`src/common/vip_pkg.sv`:
```
package vip_pkg;

  // Sizes of the source set, the vector address and the watchdog count.
  localparam int VIP_NUM_SRC = 31;
  localparam int VIP_IDX_W   = 5;
  localparam int VIP_VEC_W   = 16;
  localparam int VIP_WDT_W   = 16;

  typedef logic [VIP_NUM_SRC-1:0] vip_src_t;
  typedef logic [VIP_IDX_W-1:0]   vip_idx_t;
  typedef logic [VIP_VEC_W-1:0]   vip_vec_t;
  typedef logic [VIP_WDT_W-1:0]   vip_wdt_t;

  // Source positions whose requests are gated by a side condition.
  localparam vip_idx_t VIP_IDX_WDT    = 5'h00;
  localparam vip_idx_t VIP_IDX_SUPPLY = 5'h01;

  // Interval point is the overflow count less one quarter of it.
  localparam int VIP_WDT_QUARTER_SHIFT = 2;

  // Option byte bit that enables the interval request, kept for reference.
  localparam int       VIP_OPT_BYTE_ADDR  = 32'h000000c0;
  localparam int       VIP_OPT_WDT_IRQ_BIT = 7;
  localparam int       VIP_SUPPLY_MODE_BIT = 1;

  // Vector handed out for the break instruction.
  localparam vip_vec_t VIP_SOFT_VECTOR = 16'h007e;

  // Vector table address per source; the index is the default priority.
  localparam vip_vec_t VIP_VECTOR_TABLE [VIP_NUM_SRC] = '{
    16'h0004, 16'h0006, 16'h0008, 16'h0010, 16'h0012, 16'h0014, 16'h0016, 16'h0018,
    16'h001a, 16'h001c, 16'h001e, 16'h0024, 16'h0026, 16'h0028, 16'h002c, 16'h002e,
    16'h0030, 16'h0032, 16'h0036, 16'h0038, 16'h003c, 16'h0040, 16'h0042, 16'h0044,
    16'h0046, 16'h0048, 16'h0052, 16'h0056, 16'h0058, 16'h005a, 16'h005e};

  // Peripheral request lines, most urgent last so that bit order follows priority.
  typedef struct packed {
    logic divider_done_request;
    logic timer_u1_ch2_done;
    logic timer_u1_ch1_done;
    logic timer_u1_ch0_done;
    logic pin_edge_request_d;
    logic timer_u0_ch7_done;
    logic timer_u0_ch6_done;
    logic timer_u0_ch5_done;
    logic timer_u0_ch4_done;
    logic timer_u1_ch3_done;
    logic serial_b_tx_done;
    logic calendar_interval_request;
    logic calendar_cycle_alarm_request;
    logic timer_u0_ch3_done;
    logic timer_u0_ch2_done;
    logic timer_u0_ch1_done;
    logic timer_u0_ch0_done;
    logic serial_a_rx_error;
    logic serial_a_rx_done;
    logic serial_a_tx_done;
    logic clocked_serial_a_done;
    logic two_wire_a_done;
    logic radio_link_serial_done;
    logic dma_second_done;
    logic dma_first_done;
    logic serial_c_rx_error;
    logic serial_c_rx_done;
    logic serial_c_tx_done;
    logic pin_edge_request_c;
    logic pin_edge_request_b;
    logic pin_edge_request_a;
    logic supply_monitor_request;
  } vip_req_s;

  // Result of the priority search.
  typedef struct packed {
    logic     found;
    vip_idx_t idx;
    vip_vec_t vec;
  } vip_pick_s;

  typedef enum logic [1:0] {
    VIP_ST_IDLE  = 2'b01,
    VIP_ST_OFFER = 2'b10
  } vip_state_e;

  // Whole state of the controller.
  typedef struct packed {
    vip_state_e fsm;
    vip_src_t   pend;
    logic       soft_pend;
    logic       wdt_above;
    logic       int_request;
    logic       int_software;
    vip_idx_t   int_index;
    vip_vec_t   int_vector;
  } vip_state_s;

  localparam vip_state_s VIP_STATE_RST = '{
    fsm:          VIP_ST_IDLE,
    pend:         '0,
    soft_pend:    1'b0,
    wdt_above:    1'b0,
    int_request:  1'b0,
    int_software: 1'b0,
    int_index:    '0,
    int_vector:   '0};

endpackage : vip_pkg

```
`src/design/vip_top.sv`:
```
// Functional notes
// - Masked sources never reach the CPU, except one masked in the cycle the core acknowledges it.
// - Break instruction raises separate vectored software interrupt.
// - Simultaneous requests served lowest priority number first.
// - Watchdog request at 75 percent, priority 0.
// - Watchdog request only when its enable set.
// - Supply monitor request only while mode bit clear.
// - Four pin edge requests, priorities 2,3,4,26.
// - Serial C transmit, receive, error at 5-7.
// - DMA channel ends at priorities 8 and 9.
// - Radio link serial done at priority 10.
// - Serial A transmit modes share priority 11.
// - Serial A receive and error at 12, 13.
// - Timer unit 0 channels at 14-17, 22-25.
// - Calendar alarm 18, calendar interval 19.
// - Serial B transmit done at priority 20.
// - Timer unit 1 channels at 21, 27-29.
// - Divider completion lowest, priority 30.
`timescale 1ns/100ps
module vip_top (
  // Clock and reset.
  input  wire  logic               sys_clk,
  input  wire  logic               reset,
  // Peripheral request pulses and masks (1 masks the source).
  input  wire  vip_pkg::vip_req_s  src_req,
  input  wire  vip_pkg::vip_src_t  src_mask,
  // Software interrupt from the core.
  input  wire  logic               break_instruction,
  // Watchdog count and its configuration.
  input  wire  vip_pkg::vip_wdt_t  watchdog_count,
  input  wire  vip_pkg::vip_wdt_t  watchdog_overflow_count,
  input  wire  logic               watchdog_interval_irq_enable,
  // Supply monitor mode (1 turns the detection into a reset, not an interrupt).
  input  wire  logic               supply_monitor_mode_bit,
  // CPU side.
  input  wire  logic               cpu_ack,
  output vip_pkg::vip_vec_t        int_vector_addr,
  output logic                     int_request,
  output logic                     int_software,
  output vip_pkg::vip_idx_t        int_source_index,
  output vip_pkg::vip_src_t        pending_flags
);
  import vip_pkg::*;

  vip_state_s st;
  vip_state_s next_st;
  vip_src_t   raw_set;
  vip_src_t   set;
  vip_src_t   clr;
  vip_src_t   cand;
  vip_pick_s  pick;
  vip_wdt_t   wdt_threshold;
  logic       wdt_hit;
  logic       wdt_pulse;
  logic       soft_clr;

  // Interval point: overflow count less a quarter, which is 75 percent of it.
  assign wdt_threshold = watchdog_overflow_count - (watchdog_overflow_count >> VIP_WDT_QUARTER_SHIFT);
  assign wdt_hit       = (watchdog_count >= wdt_threshold);

  // Only the crossing counts, so a count parked above the point raises one request.
  assign wdt_pulse = wdt_hit & ~st.wdt_above & watchdog_interval_irq_enable;

  // Gather all request lines in priority order; the three serial A modes share one slot.
  assign raw_set = {
    src_req.divider_done_request,
    src_req.timer_u1_ch2_done,
    src_req.timer_u1_ch1_done,
    src_req.timer_u1_ch0_done,
    src_req.pin_edge_request_d,
    src_req.timer_u0_ch7_done,
    src_req.timer_u0_ch6_done,
    src_req.timer_u0_ch5_done,
    src_req.timer_u0_ch4_done,
    src_req.timer_u1_ch3_done,
    src_req.serial_b_tx_done,
    src_req.calendar_interval_request,
    src_req.calendar_cycle_alarm_request,
    src_req.timer_u0_ch3_done,
    src_req.timer_u0_ch2_done,
    src_req.timer_u0_ch1_done,
    src_req.timer_u0_ch0_done,
    src_req.serial_a_rx_error,
    src_req.serial_a_rx_done,
    src_req.serial_a_tx_done | src_req.clocked_serial_a_done | src_req.two_wire_a_done,
    src_req.radio_link_serial_done,
    src_req.dma_second_done,
    src_req.dma_first_done,
    src_req.serial_c_rx_error,
    src_req.serial_c_rx_done,
    src_req.serial_c_tx_done,
    src_req.pin_edge_request_c,
    src_req.pin_edge_request_b,
    src_req.pin_edge_request_a,
    src_req.supply_monitor_request,
    wdt_pulse};

  // In reset mode the supply monitor must not also leave an interrupt flag behind.
  always_comb begin
    set                 = raw_set;
    set[VIP_IDX_SUPPLY] = raw_set[VIP_IDX_SUPPLY] & ~supply_monitor_mode_bit;
  end

  // Masked flags still latch, so unmasking later delivers the held event.
  assign cand = st.pend & ~src_mask;

  vip_prio_enc u_prio_enc (
    .cand (cand),
    .pick (pick)
  );

  // Next-state logic: offer a winner, hold it stable until the core acknowledges or the source is masked.
  always_comb begin
    next_st           = st;
    clr               = '0;
    soft_clr          = 1'b0;
    next_st.wdt_above = wdt_hit;
    case (st.fsm)
      VIP_ST_IDLE: begin
        if (st.soft_pend) begin
          // The break comes from the instruction stream, so it is taken ahead of any source.
          next_st.fsm          = VIP_ST_OFFER;
          next_st.int_request  = 1'b1;
          next_st.int_software = 1'b1;
          next_st.int_index    = '0;
          next_st.int_vector   = VIP_SOFT_VECTOR;
        end else if (pick.found) begin
          next_st.fsm          = VIP_ST_OFFER;
          next_st.int_request  = 1'b1;
          next_st.int_software = 1'b0;
          next_st.int_index    = pick.idx;
          next_st.int_vector   = pick.vec;
        end
      end
      VIP_ST_OFFER: begin
        if (cpu_ack) begin
          // One request per acknowledge; the next search starts from a fresh idle cycle.
          if (st.int_software) begin
            soft_clr = 1'b1;
          end else begin
            clr[st.int_index] = 1'b1;
          end
          next_st.fsm         = VIP_ST_IDLE;
          next_st.int_request = 1'b0;
        end else if (!st.int_software && src_mask[st.int_index]) begin
          // A source masked while on offer is withdrawn and its flag is kept.
          next_st.fsm         = VIP_ST_IDLE;
          next_st.int_request = 1'b0;
        end
      end
      default: begin
        next_st.fsm         = VIP_ST_IDLE;
        next_st.int_request = 1'b0;
      end
    endcase
    // A new event in the clearing cycle survives: set wins over clear.
    next_st.pend      = (st.pend & ~clr) | set;
    next_st.soft_pend = (st.soft_pend & ~soft_clr) | break_instruction;
  end

  // State register.
  always_ff @(posedge sys_clk) begin
    if (reset) begin
      st <= VIP_STATE_RST;
    end else begin
      st <= next_st;
    end
  end

  // Every output is a field of the state register.
  assign int_request      = st.int_request;
  assign int_software     = st.int_software;
  assign int_vector_addr  = st.int_vector;
  assign int_source_index = st.int_index;
  assign pending_flags    = st.pend;

  // Checks. Helper: lowest-numbered candidate isolated by two's complement.
  vip_src_t cand_lowest;
  assign cand_lowest = cand & (~cand + vip_src_t'(1));
endmodule : vip_top

```
`src/design/vip_prio_enc.sv`:
```
`timescale 1ns/100ps
module vip_prio_enc (
  // Unmasked pending sources.
  input  wire vip_pkg::vip_src_t  cand,
  // Winning source and its vector.
  output vip_pkg::vip_pick_s      pick
);
  import vip_pkg::*;

  logic [VIP_NUM_SRC:0] blocked;
  vip_src_t             grant;

  // A source wins only when no source of lower index is a candidate.
  assign blocked[0] = 1'b0;
  genvar g;
  generate
    for (g = 0; g < VIP_NUM_SRC; g = g + 1) begin : g_chain
      assign blocked[g+1] = blocked[g] | cand[g];
      assign grant[g]     = cand[g] & ~blocked[g];
    end
  endgenerate

  // Grant is one-hot, so OR-ing the index and vector of every granted entry is exact.
  always_comb begin
    pick.found = blocked[VIP_NUM_SRC];
    pick.idx   = '0;
    pick.vec   = '0;
    for (int i = 0; i < VIP_NUM_SRC; i++) begin
      if (grant[i]) begin
        pick.idx = pick.idx | vip_idx_t'(i);
        pick.vec = pick.vec | VIP_VECTOR_TABLE[i];
      end
    end
  end

endmodule : vip_prio_enc

```
`config.mk`:
```
export PLATFORM = sky130hd
export DESIGN_NAME = vip_top
export DESIGN_NICKNAME = d
export VERILOG_FILES = /design/src/common/vip_pkg.sv /design/src/design/vip_top.sv /design/src/design/vip_prio_enc.sv
export SDC_FILE = /design/constraint.sdc
export NUM_CORES = 1
export LEC_CHECK = 0
export ABC_AREA = 1
export BUFFER_PORTS_ARGS = -buffer_cell sky130_fd_sc_hd__buf_4
export CAP_MARGIN = 20
export CORE_ASPECT_RATIO = 1.25
export CORE_MARGIN = 2
export CORE_UTILIZATION = 52
export CTS_CLUSTER_SIZE = 40
export DETAILED_ROUTE_END_ITERATION = 8
export PLACE_DENSITY = 0.77
export SETUP_SLACK_MARGIN = 0.02
export SYNTH_ARGS = -nofsm -noshare
export SYNTH_HDL_FRONTEND = slang
export SYNTH_HIERARCHICAL = 1
export SYNTH_SLANG_ARGS = --single-unit
```
`constraint.sdc`:
```
create_clock -name sys_clk -period 4.7 [get_ports sys_clk]
set_input_delay 0.705 -clock sys_clk [delete_from_list [all_inputs] [get_ports sys_clk]]
set_output_delay 0.705 -clock sys_clk [all_outputs]
set_load 0.01 [all_outputs]
```
# ---- After elaboration in Yosys (flattened, before gate mapping)
# Cells that the tools add are included.
dict set report totals {
  ff_bits 58
  inputBits 101
}
dict set report classes {
  eq_ne 4
  bitwise_logic 105
  reduce_logical 5
  magnitude_cmp 3
  mux 69
  addsub 1
}
# cell count
set op_table {}
lappend op_table {{21-bit 2-to-1 mux} 15}
lappend op_table {{31-bit 2-to-1 mux} 6}
lappend op_table {{20-bit 2-to-1 mux} 8}
lappend op_table {{23-bit 2-to-1 mux} 5}
lappend op_table {{19-bit 2-to-1 mux} 4}
lappend op_table {{31-bit bitwise AND} 2}
lappend op_table {{31-bit inverter} 2}
lappend op_table {{18-bit 2-to-1 mux} 2}
lappend op_table {{1-bit bitwise AND} 34}
lappend op_table {{1-bit inverter} 33}
lappend op_table {{1-bit OR} 33}
lappend op_table {{31-bit OR} 1}
lappend op_table {{2-bit 2-to-1 mux} 10}
lappend op_table {{17-bit 2-to-1 mux} 1}
lappend op_table {{16-bit >= comparator} 1}
lappend op_table {{16-bit by 14-bit subtractor with 16-bit output} 1}
lappend op_table {{1-bit 2-to-1 mux} 13}
lappend op_table {{5-bit by 6-bit < comparator with 1-bit output (second input constant)} 1}
lappend op_table {{3-bit inequality test (second input constant)} 2}
lappend op_table {{1-bit binary-select mux with 5-bit select} 1}
lappend op_table {{1-bit demux with 5-bit select} 1}
lappend op_table {{5-bit by 1-bit >= comparator with 1-bit output (second input constant)} 1}
lappend op_table {{2-bit case mux with 2 select lines} 1}
lappend op_table {{2-bit AND reduction} 2}
lappend op_table {{6 further kinds} 7}

# ---- Longest topological paths before layout
dict set report depth {
  word_depth 40
  depth_mapped 21
  mapped_depth_nobuf 21
}

# ---- Hierarchy
# The synthesis kept the hierarchy.
# module seq_area_each_um2 instances cells_per_inst area_each_um2
set modules_own_cells {}
lappend modules_own_cells {vip_top 1141.1 1 634 4149.0}
lappend modules_own_cells {vip_prio_enc 0.0 1 164 963.4}

# ---- Least setup slack after synthesis
# OpenSTA, ideal clock, no wires.
dict set report synth_path {
  path_kind {input to register}
  from {in src_mask[1]}
  to {reg st (netlist bit int_vector_addr[1])}
  setup_slack_ns 1.464
  t_arrival_ns 3.108
  path_stages 20
  cell_sequence {nor2_1 -> nor2_4 -> nand4_4 -> nor2_4 -> nand4_4 -> nor2_4 -> nand4_4 -> nor2_4 -> nand4_4 -> nor2_4 -> nand4_4 -> nor2_4 -> nand4_4 -> nor2_4 -> nand2_1 -> o21ai_0 -> buf_2 -> inv_1 -> o22ai_1 -> nor2_1}
}
# item line
set synth_lines {}
lappend synth_lines {{start: declaration} vip_top.sv:26} ;# input wire vip_pkg::vip_src_t src_mask,
lappend synth_lines {{end signal: assignment} vip_top.sv:166} ;# st <= next_st;
lappend synth_lines {{end: declaration} vip_top.sv:45} ;# vip_state_s st;

==> results.sh <==
export IMPL_cp_common_cell="nor2_4"
export IMPL_path_buf_inv=3
export IMPL_period_needed_ns=3.37
export IMPL_status="finished clean"
export IMPL_hold_end="int_vector_addr[15]"
export IMPL_num_vias=5306
export IMPL_clk_pin_slew_ns=0.05
export IMPL_dr_pass1_iters=5
export IMPL_fp_dieW_um=92.7
export IMPL_synth_top_area_share=0.223
export IMPL_synthAdderAreaFrac=0.0773
export IMPL_synth_compound_area_frac=0.142
export IMPL_drive_gt1_frac=0.223
export IMPL_rows=40
export IMPL_synthDistinctLibCells=45
export IMPL_required_ns=4.97
export IMPL_hp_class="reg -> reg"
export IMPL_cp_max_fo=20
export IMPL_final_area_sq_mm=0.00623
export IMPL_dp_cells=1014
export IMPL_synth_area_top_cells="dfxtp_1, nand2_1, inv_1, buf_4, ha_1"
export IMPL_viasPerCell=5.15
export IMPL_die_h_um=115
export IMPL_numCtsBuffers=9
export IMPL_critPathTopFamily="simple AND/OR/NAND/NOR gates"
export IMPL_grt_pass1_wl_mm=25.0
export IMPL_synthMuxAreaShare=0
export IMPL_p_leak_nw=3.29
export IMPL_fin_cells=1030
export IMPL_finalWirelength_mm=15.8
export IMPL_ys_warn_count=6
export IMPL_nets=1031
export IMPL_crit_chain="buf_4, nor2_1, nor2_4, nand4_4, nor2_4, nand4_4, nor2_4, nand4_4, nor2_4, nand4_4, nor2_4, nand4_4, nor2_4, nand4_4, nor2_4, nand2_1, o21ai_1, buf_4, nor2_2, inv_1, o22ai_1, nor2_1"
export IMPL_async_reset_ff_frac=0
export IMPL_clock_latency_ns=0.34
export IMPL_rr_startpoint="pending_flags[0]"
export IMPL_syn_inst=798
export IMPL_drt_iter0_markers=207
export IMPL_grt_pass1_vias=5209
export IMPL_synthesis_area_per_instance_sq_um=6.41
export IMPL_maxCapViolations=0
export IMPL_synth_top_family_by_area="simple AND/OR/NAND/NOR gates"
export IMPL_min_path_cells=2
export IMPL_power_density_mw_per_mm2=295
export IMPL_cts_sinks=57
export IMPL_post_cts_buffers=0
export IMPL_pin_count=155
export IMPL_synth_largest_area_cell="dfxtp_1"
export IMPL_cts_hold_buf=0
export IMPL_min_from="int_vector_addr[15]"
export IMPL_r2r_end="int_vector_addr[5]"
export IMPL_synth_simple_gate_area_share=0.318
export IMPL_yosysMostFrequentCell="nand2_1"
export IMPL_setup_viol_count_final=0
export IMPL_area_growth_pct=21.9
export IMPL_numPortBuffers=154
export IMPL_wl_met1_mm=6.15
export IMPL_hold_viol=0
export IMPL_vdd_drop_max_v=0.000190
export IMPL_endpoint_kind="flip-flop"
export IMPL_gr_total_overflow=0
export IMPL_wl_met2_mm=8.19
export IMPL_fin_hold_ws_ns=0.473
export IMPL_path_class="in -> reg"
export IMPL_grt_start_max_net_pins=56
export IMPL_diodes=0
export IMPL_rsz0062_at_grt="false"
export IMPL_finClkSkew_ns=0.00814
export IMPL_drc=0
export IMPL_gp_congestion=1.04
export IMPL_synth_edf_count=0
export IMPL_yosys_top_cells_count="nand2_1, inv_1, nor2_1"
export IMPL_postSynthRegisterBits=57
export IMPL_slew_limit_headroom=0.547
export IMPL_worst_slew_pin_slew_ns=0.679
export IMPL_cts_max_level=3
export IMPL_r2r_slack_ns=1.36
export IMPL_wl_per_cell_um=15.3
export IMPL_ys_flop_type="dfxtp_1"
export IMPL_critPathLaunchType="input pin"
export IMPL_preCtsSetupSlack_ns=1.00
export IMPL_setup_ws_ns=1.33
export IMPL_highest_layer="met4"
export IMPL_ant_nets=0
export IMPL_rr_worst_depth=22
export IMPL_slowest_delay_ns=0.27
export IMPL_synth_xor_area_frac=0.0188
export IMPL_dp_hpwl_mm=13.0
export IMPL_fmax_ghz=0.296
export IMPL_netlist_area_sq_mm=0.00511
export IMPL_core_sq_mm=0.00961
export IMPL_antenna_found_initial=0
export IMPL_critPathArrivalTime_ns=3.64
export IMPL_cp_slowest_cell="buf_4"
export IMPL_clockRootBuffer="clkbuf_16"
export IMPL_synth_seq_area_share=0.223
export IMPL_placed_cell_area_sq_mm=0.00593
export IMPL_wl_met3_um=787
export IMPL_dieArea_sq_mm=0.0106
export IMPL_clockBufferDepth=2
export IMPL_drv_slew=0
export IMPL_cts_repair_resized=0
export IMPL_grt_usage=0.300
export IMPL_fin_crit_sh=0.718
export IMPL_cts_tree="done"
export IMPL_finalSetupTns_ns=0
export IMPL_start_util=0.532
## per-layer routing
metal | vias to the layer above | GRT usage
met2 | 179 | 0.544
met1 | 2406 | 0.336
met5 | - | 0
met3 | 43 | 0.0498
met4 | 0 | 0.158
li1 | 2678 | -
## how the worst max path moves through the flow
stage                start  cells after the start                 end
6_report       src_mask[1]                     22  int_vector_addr[5]
5_1_grt        src_mask[1]                     22  int_vector_addr[6]
4_1_cts        src_mask[1]                     22  int_vector_addr[5]
3_5_place_dp   src_mask[1]                     22  int_vector_addr[2]
3_3_place_gp   src_mask[1]                     22  int_vector_addr[2]
2_1_floorplan  src_mask[1]                     20  int_vector_addr[1]
## state kept, by name, summed over array words and instances (netlist names)
register and cells:
int_software 1, st 4, int_vector_addr 16, int_source_index 5
pending_flags 31
## per-stage QoR
stage | power, mW | utilization
after floorplan | 0.999 | -
after detailed placement | 1.18 | 0.617
after global placement | 1.17 | 0.617
final | 1.84 | 0.649
after global routing | 1.94 | 0.649
after CTS | 1.84 | 0.649
## report_power, final
part | switching [mW] | total, mW | internal (mW)
clock network | 0.234 | 0.658 | 0.424
logic | 0.354 | 0.614 | 0.260
registers | 0.0383 | 0.567 | 0.529
total | 0.626 | 1.84 | 1.21
## cell families (layout without fill, tap and decap cells)
kind of cell               Yosys count  after routing
DFF                                 57             57
AOI/OAI and AO/OA                  130            130
other                                1             10
xor gates and xnor gates            11             11
and+or+nand+nor                    340            340
buffers and inverters              228            325
adders and majority gates           31             31
## layout by cell type, fill, tap and decap left out, types with 9 or more instances in the layout
cell / Yosys / layout
inv_1: 150 / 150
nor3_1: 18 / 18
nor2_1: 87 / 87
dfxtp_1: 57 / 57
conb_1: 1 / 10
nand3_1: 37 / 37
nand2_1: 151 / 151
nand4_1: 12 / 12
buf_4: 63 / 156
ha_1: 30 / 30
clkbuf_16: 0 / 9
a22oi_1: 13 / 13
a21oi_1: 55 / 55
o21ai_0: 42 / 41
## final cells by class
class | instances | area [sq um]
clock buffers | 10 | 239
repair buffers | 156 | 1170
clock inverters | 6 | 67.6
multi-input cells | 522 | 2880
fillers | 928 | 3380
well taps | 126 | 158
inverters | 153 | 574
flip-flops and latches | 57 | 1140
## worst min-delay path: stages, from the launching register on
cell and delay (ns):
dfxtp_1 0.30, nand2_1 0.06, a21oi_1 0.06
Power figures use the tool's default switching activity.
